===== src/verilog/lbp_pkg.sv =====
// Constants shared by the bypass-switch dimming control block
`default_nettype none
package lbp_pkg;
    localparam int unsigned DUTY_W = 12;
    localparam int unsigned CTRL_W = 13;
    localparam int unsigned ADDR_W = 8;
    localparam int unsigned DATA_W = 16;
    localparam int unsigned CFG_W = 8;
    localparam int unsigned NUM_CH = 2;

    // Register offsets
    localparam logic [7:0] RUN_CTRL_OFS = 8'h01;
    localparam logic [7:0] CONFIG_OFS = 8'h02;
    localparam logic [7:0] CH4_DIMMING_CTRL_OFS = 8'h21;
    localparam logic [7:0] CH5_DIMMING_CTRL_OFS = 8'h22;

    // Field positions
    localparam int unsigned FADE_BIT = 12;
    localparam int unsigned DUTY_MSB = 11;
    localparam int unsigned RUN_BIT = 0;

    // Reset values
    localparam logic [12:0] DIMMING_CTRL_RST = 13'h0000;
    localparam logic [7:0] CONFIG_RST = 8'h00;

    // Duty encodings: zero is dark, all ones is fully on
    localparam logic [11:0] DUTY_OFF = 12'h000;
    localparam logic [11:0] DUTY_FULL = 12'hfff;

    // Phase counter wraps after DUTY_FULL counts, so one count is 1/4095
    localparam logic [11:0] PHASE_LAST = 12'hffe;
    localparam logic [11:0] PHASE_FIRST = 12'h000;

    // Duty change per PWM period while fading
    localparam logic [11:0] FADE_STEP = 12'h010;
endpackage : lbp_pkg
`default_nettype wire


===== src/verilog/lbp_channel.sv =====
// One dimming channel: duty latch, fade stepping and PWM compare
`timescale 1ns/1ps
`default_nettype none
module lbp_channel
    import lbp_pkg::*;
(
    // Clock and reset
    input wire logic clk,
    input wire logic arst_n,
    // Shared phase
    input wire logic run,
    input wire logic period_start,
    input wire logic [DUTY_W-1:0] phase,
    // Settings
    input wire logic [DUTY_W-1:0] target_duty,
    input wire logic fade_en,
    // Switch drive
    output logic pwm_on
);
    logic [DUTY_W-1:0] active_duty;
    logic [DUTY_W-1:0] next_active_duty;
    logic [DUTY_W-1:0] faded_duty;
    logic [DUTY_W-1:0] eff_duty;
    logic [DUTY_W-1:0] diff_up;
    logic [DUTY_W-1:0] diff_dn;

    assign diff_up = target_duty - active_duty;
    assign diff_dn = active_duty - target_duty;

    // Fading walks toward the target one step per period
    assign faded_duty = (target_duty > active_duty) ?
                        ((diff_up > FADE_STEP) ? active_duty + FADE_STEP : target_duty) :
                        ((diff_dn > FADE_STEP) ? active_duty - FADE_STEP : target_duty);

    // Changes only land on a period boundary so no pulse is cut short
    assign next_active_duty = !period_start ? active_duty :
                              (fade_en ? faded_duty : target_duty);
    assign eff_duty = next_active_duty;

    always_ff @(posedge clk or negedge arst_n) begin
        if (!arst_n) begin
            active_duty <= DUTY_OFF;
            pwm_on <= 1'b0;
        end else begin
            active_duty <= next_active_duty;
            // Full scale exceeds the last phase, so it never turns off
            pwm_on <= run && (phase < eff_duty);
        end
    end
endmodule // lbp_channel
`default_nettype wire


===== src/verilog/lbp_ctrl.sv =====
// Dimming registers, run enable and shared PWM phase for channels 4 and 5
// How it works
// Channel 5 duty: 12 bits, zero dark, ones full.
// Channel 5 bit 12 enables gradual fade.
// Channel 4 bit 12 enables gradual fade.
// Channel 4 duty bits 11:0, same scale.
// Channel 5 control at 0x22, RW, resets zero.
// Host programs configuration at 0x02 first.
// Configuration writable only while run enable clear.
// Run clear resets phase; setting restarts it.
// Host sets run bits by broadcast together.
// Unfaded duty change lands at next period.
`timescale 1ns/1ps
`default_nettype none
module lbp_ctrl
    import lbp_pkg::*;
(
    // Clock and reset
    input wire logic clk,
    input wire logic arst_n,
    // Register access from the serial frame decoder
    input wire logic reg_wr,
    input wire logic reg_rd,
    input wire logic [ADDR_W-1:0] reg_addr,
    input wire logic [DATA_W-1:0] reg_wdata,
    output logic [DATA_W-1:0] reg_rdata,
    output logic reg_rvalid,
    output logic reg_wr_rejected,
    // Device state
    output logic switch_run_enable,
    output logic [CFG_W-1:0] config_q,
    output logic [NUM_CH-1:0] switch_pwm
);
    function automatic logic hit(input logic [ADDR_W-1:0] a, input logic [ADDR_W-1:0] ofs);
        hit = (a == ofs);
    endfunction

    logic [CTRL_W-1:0] ch4_dimming_ctrl;
    logic [CTRL_W-1:0] ch5_dimming_ctrl;
    logic [DUTY_W-1:0] phase;
    logic [DUTY_W-1:0] next_phase;
    logic [DATA_W-1:0] next_rdata;
    logic [DUTY_W-1:0] duty [NUM_CH];
    logic fade [NUM_CH];
    logic sel_run;
    logic sel_cfg;
    logic sel_ch4;
    logic sel_ch5;
    logic wr_run;
    logic wr_cfg;
    logic wr_cfg_ok;
    logic wr_ch4;
    logic wr_ch5;
    logic period_start;
    logic phase_wrap;
    logic [DATA_W-1:0] run_word;
    logic [DATA_W-1:0] cfg_word;
    logic [DATA_W-1:0] ch4_word;
    logic [DATA_W-1:0] ch5_word;
    logic [CTRL_W-1:0] ctrl_word [NUM_CH];

    // Address decode, shared by the write strobes and the read mux
    assign sel_run = hit(reg_addr, RUN_CTRL_OFS);
    assign sel_cfg = hit(reg_addr, CONFIG_OFS);
    assign sel_ch4 = hit(reg_addr, CH4_DIMMING_CTRL_OFS);
    assign sel_ch5 = hit(reg_addr, CH5_DIMMING_CTRL_OFS);

    assign wr_run = reg_wr && sel_run;
    assign wr_cfg = reg_wr && sel_cfg;
    // Slew and threshold settings must not shift under running switches
    assign wr_cfg_ok = wr_cfg && !switch_run_enable;
    assign wr_ch4 = reg_wr && sel_ch4;
    assign wr_ch5 = reg_wr && sel_ch5;

    // Phase held at its first count while stopped, so a broadcast start aligns devices
    assign phase_wrap = (phase == PHASE_LAST);
    assign next_phase = !switch_run_enable ? PHASE_FIRST :
                        phase_wrap ? PHASE_FIRST : phase + 12'h001;
    assign period_start = switch_run_enable && (phase == PHASE_FIRST);

    // Readback words; bits above each field read as zero
    assign run_word = {{(DATA_W-1){1'b0}}, switch_run_enable};
    assign cfg_word = {{(DATA_W-CFG_W){1'b0}}, config_q};
    assign ch4_word = {{(DATA_W-CTRL_W){1'b0}}, ch4_dimming_ctrl};
    assign ch5_word = {{(DATA_W-CTRL_W){1'b0}}, ch5_dimming_ctrl};

    // Unmapped addresses read zero rather than aliasing a neighbour
    assign next_rdata = sel_run ? run_word :
                        sel_cfg ? cfg_word :
                        sel_ch4 ? ch4_word :
                        sel_ch5 ? ch5_word :
                        {DATA_W{1'b0}};

    // One short block per register keeps each write enable plain to read
    always_ff @(posedge clk or negedge arst_n) begin
        if (!arst_n) begin
            ch4_dimming_ctrl <= DIMMING_CTRL_RST;
        end else if (wr_ch4) begin
            ch4_dimming_ctrl <= reg_wdata[CTRL_W-1:0];
        end
    end

    always_ff @(posedge clk or negedge arst_n) begin
        if (!arst_n) begin
            ch5_dimming_ctrl <= DIMMING_CTRL_RST;
        end else if (wr_ch5) begin
            ch5_dimming_ctrl <= reg_wdata[CTRL_W-1:0];
        end
    end

    always_ff @(posedge clk or negedge arst_n) begin
        if (!arst_n) begin
            switch_run_enable <= 1'b0;
        end else if (wr_run) begin
            switch_run_enable <= reg_wdata[RUN_BIT];
        end
    end

    // A refused write leaves the stored value untouched
    always_ff @(posedge clk or negedge arst_n) begin
        if (!arst_n) begin
            config_q <= CONFIG_RST;
        end else if (wr_cfg_ok) begin
            config_q <= reg_wdata[CFG_W-1:0];
        end
    end

    always_ff @(posedge clk or negedge arst_n) begin
        if (!arst_n) begin
            phase <= PHASE_FIRST;
        end else begin
            phase <= next_phase;
        end
    end

    // Read data holds until the next read so a slow frame encoder can fetch it
    always_ff @(posedge clk or negedge arst_n) begin
        if (!arst_n) begin
            reg_rdata <= {DATA_W{1'b0}};
        end else if (reg_rd) begin
            reg_rdata <= next_rdata;
        end
    end

    always_ff @(posedge clk or negedge arst_n) begin
        if (!arst_n) begin
            reg_rvalid <= 1'b0;
        end else begin
            reg_rvalid <= reg_rd;
        end
    end

    always_ff @(posedge clk or negedge arst_n) begin
        if (!arst_n) begin
            reg_wr_rejected <= 1'b0;
        end else begin
            reg_wr_rejected <= wr_cfg && switch_run_enable;
        end
    end

    // Channel 4 sits in slot 0 and channel 5 in slot 1 of the switch outputs
    assign ctrl_word[0] = ch4_dimming_ctrl;
    assign ctrl_word[1] = ch5_dimming_ctrl;

    for (genvar i = 0; i < NUM_CH; i++) begin : g_field
        assign duty[i] = ctrl_word[i][DUTY_MSB:0];
        assign fade[i] = ctrl_word[i][FADE_BIT];
    end

    for (genvar i = 0; i < NUM_CH; i++) begin : g_ch
        lbp_channel u_ch (
            .clk(clk),
            .arst_n(arst_n),
            .run(switch_run_enable),
            .period_start(period_start),
            .phase(phase),
            .target_duty(duty[i]),
            .fade_en(fade[i]),
            .pwm_on(switch_pwm[i])
        );
    end
endmodule // lbp_ctrl
`default_nettype wire


===== config.mk =====
export PLATFORM = sky130hd
export DESIGN_NAME = lbp_ctrl
export DESIGN_NICKNAME = d
export VERILOG_FILES = /design/src/verilog/lbp_pkg.sv /design/src/verilog/lbp_channel.sv /design/src/verilog/lbp_ctrl.sv
export SDC_FILE = /design/constraint.sdc
export NUM_CORES = 1
export LEC_CHECK = 0
export BUFFER_PORTS_ARGS = -buffer_cell sky130_fd_sc_hd__buf_2
export CAP_MARGIN = 25
export CORE_ASPECT_RATIO = 0.7
export CORE_MARGIN = 2
export CORE_UTILIZATION = 60
export DETAILED_ROUTE_END_ITERATION = 8
export PLACE_DENSITY = 0.9
export RECOVER_POWER = 25
export SYNTH_ARGS = -nofsm -noshare
export SYNTH_HDL_FRONTEND = slang
export SYNTH_SLANG_ARGS = --single-unit

===== constraint.sdc =====
create_clock -name clk -period 6.5 [get_ports clk]
set_clock_uncertainty 0.1 [all_clocks]
set_input_delay 0.975 -clock clk [delete_from_list [all_inputs] [get_ports clk]]
set_output_delay 0.975 -clock clk [all_outputs]
set_load 0.02 [all_outputs]

Yosys cells after proc, flatten, opt, wreduce, memory -nomap -nowiden
Index checks and enable logic that the tools add are counted.
Storage, ports and cells
  word-level logic and storage cells: 61
  output and inout port bits: 29
  flip-flop bits (word level): 91
  bits of input ports: 28
Operators by class
  equal/unequal tests: 5
  $add $sub $neg: 9
  $lt $le $gt $ge: 8
  reductions and logical operators: 11
  mux-type cells: 16
Operator list (count)
  12-bit two-way mux: 12
  13-bit two-way mux: 4
  12-bit by 5-bit > comparator with 1-bit output, second input constant: 4
  12-bit subtractor: 4
  12-bit by 5-bit adder with 12-bit output, second input constant: 2
  12-bit > comparator: 2
  12-bit < comparator: 2
  12-bit by 5-bit subtractor with 12-bit output, second input constant: 2
  8-bit by 6-bit == test with 1-bit output, second input constant: 2
  12-bit by 1-bit adder with 12-bit output, second input constant: 1
  12-bit == test, second input constant: 1
  12-bit logical NOT: 1
  1-bit logical AND: 9
  8-bit by 1-bit == test with 1-bit output, second input constant: 1
  8-bit by 2-bit == test with 1-bit output, second input constant: 1
  1-bit logical NOT: 1

Depth between registers and ports, before layout
  depth in word-level cells: 8
  mapped depth: 26

Cells and area by module
A second synthesis with hierarchy kept.
Second synthesis, totals
  cells, all modules: 938
  area total of the unflattened synthesis: 8051.5 um^2
By module, submodules not included
  lbp_ctrl: area each 2944.1 um^2, instances 1, cells each 238
  lbp_channel at g_ch[1].u_ch: area each 2563.7 um^2, instances 1, cells each 350
  lbp_channel at g_ch[0].u_ch: area each 2543.7 um^2, instances 1, cells each 350

Worst setup path before layout
Ideal clock, no wire load.
  path kind: reg2reg
  start point: register ch4_dimming_ctrl[5]
  end point: register g_ch[0].u_ch.pwm_on
  path slack: 1824 ps
  stages on the path, launching flop included: 25
  buffers on the path: 1
  required time: 6312 ps
  setup time: 88 ps
  arrival time: 4488 ps
  period minus slack after synthesis: 4676 ps
  path through: dfrtp_1 inv_1 ha_1 buf_2 a21o_1 or3_1 o21ai_0 a211oi_1 a2111oi_0 o211ai_1 nor2_1 nor3_1 o2111a_1 or3_1 ha_1 a21oi_1 nor2b_1 o21ai_0 nand2b_1 a21oi_1 nor2b_1 o21ai_0 nand2b_1 a221o_1 a41oi_1
On the way
  cells in the longest elaborated chain, start to end: 8
RTL lines
  start: declaration: RTL line lbp_ctrl.sv:38  | logic [CTRL_W-1:0] ch4_dimming_ctrl;
  start signal: assignment: RTL line lbp_ctrl.sv:99  | ch4_dimming_ctrl <= reg_wdata[CTRL_W-1:0];
  12-bit subtractor (on tied branches): RTL line lbp_channel.sv:28, lbp_channel.sv:27
  12-bit by 5-bit > comparator with 1-bit output (on tied branches): RTL line lbp_channel.sv:33, lbp_channel.sv:32
  12-bit two-way mux (on tied branches): RTL line lbp_channel.sv:33, lbp_channel.sv:32
  12-bit two-way mux: RTL line lbp_channel.sv:31  | assign faded_duty = (target_duty > active_duty) ?
  12-bit two-way mux (*): RTL line lbp_channel.sv:37  | (fade_en ? faded_duty : target_duty);
  12-bit two-way mux (*): RTL line lbp_channel.sv:36  | assign next_active_duty = !period_start ? active_duty :
  12-bit < comparator (*): RTL line lbp_channel.sv:47  | pwm_on <= run && (phase < eff_duty);
  1-bit logical AND (*): RTL line lbp_channel.sv:47
  end signal: assignment: RTL line lbp_channel.sv:47
  end: declaration: RTL line lbp_channel.sv:18  | output logic pwm_on
Mark *: on every way between the ends. The rest lies on a longest branch, timed or not.
A chain may end at the register's enable or synchronous reset.

Final worst setup path
  start point: register ch4_dimming_ctrl[4]
  end point: register g_ch[0].u_ch.pwm_on
Same word-level chain as after synthesis.

==> flow_metrics.env <==
export IMPL_antenna_found_initial=0
export IMPL_nets=1051
export IMPL_yosys_area_share_simple=0.1979
export IMPL_crit_chain="inv_1 > ha_1 > and2_0 > or3_1 > o21ai_0 > a211oi_1 > a2111oi_0 > o211ai_1 > nor2_1 > nor3_1 > o2111a_1 > or3_1 > ha_1 > a21oi_1 > nor2b_1 > o21ai_0 > nand2b_1 > a21oi_1 > nor2b_1 > o21ai_0 > nand2b_1 > a221o_1 > a41oi_1"
export IMPL_port_buffers=50
export IMPL_cp_data_arrival_time_ns=6.06
export IMPL_maxUsedRoutingLayer="met4"
export IMPL_violations="max-capacitance violations, max-slew violations"
export IMPL_worstSetupPathType="flop to flop"
export IMPL_power_leakage_nw=3.837
export IMPL_hold_class="flop to flop"
export IMPL_area_growth_syn_to_layout_pct=7.377
export IMPL_slew_viol_final=91
export IMPL_die_area_mm2=0.01383
export IMPL_die_width_um=139.7
export IMPL_grt_pass1_vias=6780
export IMPL_cp_common_cell="o21ai_0"
export IMPL_final_layout_size_suffix_gt1_frac=0.1104
export IMPL_max_slew_margin=-1.056
export IMPL_clkSlewWorstSetupHoldPaths_ns=0.08
export IMPL_grt_ovfl_total=0
export IMPL_critPathLaunchType="flop"
export IMPL_first_iter_violations=976
export IMPL_cts_buffer_depth=2
export IMPL_fin_util=0.6640
export IMPL_dpl_hpwl_um=16610
export IMPL_p_per_area_mw_per_mm2=382.1
export IMPL_clock_sinks=88
export IMPL_coreArea_mm2=0.01251
export IMPL_clock_fmax_mhz=168.4
export IMPL_clkLatencyLatePin_ns=0.35
export IMPL_cts_htree_levels=3
export IMPL_synth_cell_types=81
export IMPL_worstSetupEndpointType="flop"
export IMPL_grt_total_usage=0.3214
export IMPL_hold_slack_ns=0.4284
export IMPL_dr_total_vias=7440
export IMPL_antenna_left=0
export IMPL_maxCapViolations=2
export IMPL_wl_per_cell_um=20.04
export IMPL_rsz0062_at_grt="false"
export IMPL_viasPerCell=6.685
export IMPL_synth_top_family_by_area="compound AO/OA/AOI/OAI gates"
export IMPL_cp_slowest_stage_delay_ns=0.45
export IMPL_initial_core_util=0.6183
export IMPL_peakVddDrop_mv=0.1840
export IMPL_route_detailed_drc=0
export IMPL_worst_ep_required_time_ns=6.62
export IMPL_synthMuxAreaShare=0.02669
export IMPL_yosys_warnings=0
export IMPL_wl_met1_um=9896
export IMPL_yosys_area_top_type_share=0.2847
export IMPL_synth_main_ff_cell="dfrtp_1"
export IMPL_synth_edff_count=0
export IMPL_min_period_over_period=0.9135
export IMPL_cts_buffers=9
export IMPL_setup_violations_final=0
export IMPL_n_antenna_cell=0
export IMPL_synth_compound_area_share=0.2665
export IMPL_cts_root_buffer="clkbuf_16"
export IMPL_wl_met2_um=9113
export IMPL_setup_tns_ns=0
export IMPL_synth_fa_ha_area_frac=0.1265
export IMPL_status="finished, violations left"
export IMPL_rows=34
export IMPL_worst_slew_pin_slew_ns=3.084
export IMPL_critPathTopFamily="compound AO/OA/AOI/OAI gates"
export IMPL_synthArstFlopShare=1.000
export IMPL_gp_congestion=0.9686
export IMPL_synth_area_mm2=0.007734
export IMPL_avgSynthCellArea_um2=8.334
export IMPL_seq_area_frac_synth=0.2847
export IMPL_synthesis_instances=928
export IMPL_ioPinCount=57
export IMPL_die_h_um=98.99
export IMPL_layout_cells_non_filler=1113
export IMPL_place_inst=1097
export IMPL_yosysTopAreaCell="dfrtp_1"
export IMPL_cts_tree="done"
export IMPL_crit_slowest_cell="dfrtp_1"
export IMPL_hold_viol_final=0
export IMPL_crit_buf_inv=1
export IMPL_period_minus_slack_ns=5.938
export IMPL_dr_pass1_iters=5
export IMPL_cts_setup_buffers=0
export IMPL_routed_wl_met3_um=2815
export IMPL_wl_um=22300
export IMPL_post_cts_resize_count=0
export IMPL_grt_start_max_net_pins=57
export IMPL_ys_ff_latch=88
export IMPL_cts_hold_fix_buffers=0
export IMPL_synthXorXnorAreaFrac=0.03511
export IMPL_grt_pass1_wl_um=35690
export IMPL_synth_area_leaders="dfrtp_1 28%, ha_1 12%, a21oi_1 4.5%"
export IMPL_worstPathMaxFanout=12
==> layout make-up <==
| cell class | count | area, µm² |
|---|---|---|
| fill | 987 | 4203 |
| timing repair buffer | 56 | 289.0 |
| clock inverter | 7 | 72.57 |
| multi-input combinational | 726 | 5069 |
| sequential | 88 | 2202 |
| inverter | 65 | 244.0 |
| clock buffer | 9 | 225.2 |
| tap | 162 | 202.7 |
==> final timing paths <==
kind	startpoint	end	slack, ns	cells past startpoint
worst max-delay path	ch4_dimming_ctrl[4]	g_ch[0].u_ch.pwm_on	0.56	23
worst min-delay path	reg_rdata[6]	reg_rdata[6]	0.43	2
worst max register to register	ch4_dimming_ctrl[4]	g_ch[0].u_ch.pwm_on	0.56	23
worst min register to register	reg_rdata[6]	reg_rdata[6]	0.43	2
max in group asynchronous	arst_n	phase[5]	1.67	2
min in group asynchronous	arst_n	reg_rdata[6]	0.96	1
==> state kept, by name, summed over array words and instances (netlist names), 2 cells and up <==
signal and flops:
g_ch.u_ch.active_duty 24, ch4_dimming_ctrl 13, ch5_dimming_ctrl 13, reg_rdata 13
phase 12, config_q 8, g_ch.u_ch.pwm_on 2
==> logic make-up after synthesis <==
family / after synthesis
and+or+nand+nor: 302
AOI/OAI and AO/OA: 294
buffers and inverters: 116
DFF: 88
adders and majority gates: 77
xor gates and xnor gates: 31
muxes: 19
other: 1
==> routing by layer <==
layer	vias up	global-route usage
met5	-	0
met4	0	0.08000
met3	56	0.09961
met2	476	0.4567
met1	3485	0.4766
li1	3423	-
==> layout by cell type (no fill, tap or decap), types with 18 or more instances in the layout <==
master   netlist  routed
dfrtp_1       88      88
nor2_1        79      79
ha_1          75      75
a21oi_1       69      69
inv_1         65      65
nand2_1       63      63
o21ai_0       56      56
buf_2          6      48
nand3_1       28      28
nor3_1        25      25
xnor2_1       20      20
a21o_1        18      18
==> power breakdown <==
| group | internal, W | total, W | switching, W |
|---|---|---|---|
| Sequential | 0.000632 | 0.000771 | 0.000139 |
| Clock | 0.000271 | 0.000518 | 0.000247 |
| Combinational | 0.000723 | 0.00188 | 0.00116 |
==> worst reg2reg max path, cell delays in order (launching register included) <==
cell	delay, ns
dfrtp_1	0.45
inv_1	0.10
ha_1	0.44
and2_0	0.29
or3_1	0.33
o21ai_0	0.11
a211oi_1	0.12
a2111oi_0	0.45
o211ai_1	0.22
nor2_1	0.32
nor3_1	0.19
o2111a_1	0.31
or3_1	0.39
ha_1	0.31
a21oi_1	0.15
nor2b_1	0.07
o21ai_0	0.14
nand2b_1	0.09
a21oi_1	0.19
nor2b_1	0.07
o21ai_0	0.20
nand2b_1	0.09
a221o_1	0.36
a41oi_1	0.31
==> cells in the mapped netlist, types with 13 or more instances <==
cell type	n
dfrtp_1	88
nor2b_1	16
nand3_1	28
and3_1	15
mux2_2	13
a21oi_1	69
a21o_1	18
o21a_1	16
nor3_1	25
or3_1	13
xnor2_1	20
o21ai_0	56
clkbuf_1	37
nor2_1	79
nand2_1	63
inv_1	65
ha_1	75
==> metrics by stage <==
step | total power [W] | cell area, µm² | setup slack [ns]
5_1_grt | 0.003374 | 8304 | 0.3011
2_1_floorplan | 0.002169 | 7741 | 1.824
3_5_place_dp | 0.002569 | 8015 | 0.9691
6_report | 0.003173 | 8304 | 0.5624
3_3_place_gp | 0.002519 | 8015 | 1.146
4_1_cts | 0.003104 | 8313 | 0.8276
Note: power is estimated with default switching activity, not from simulation.
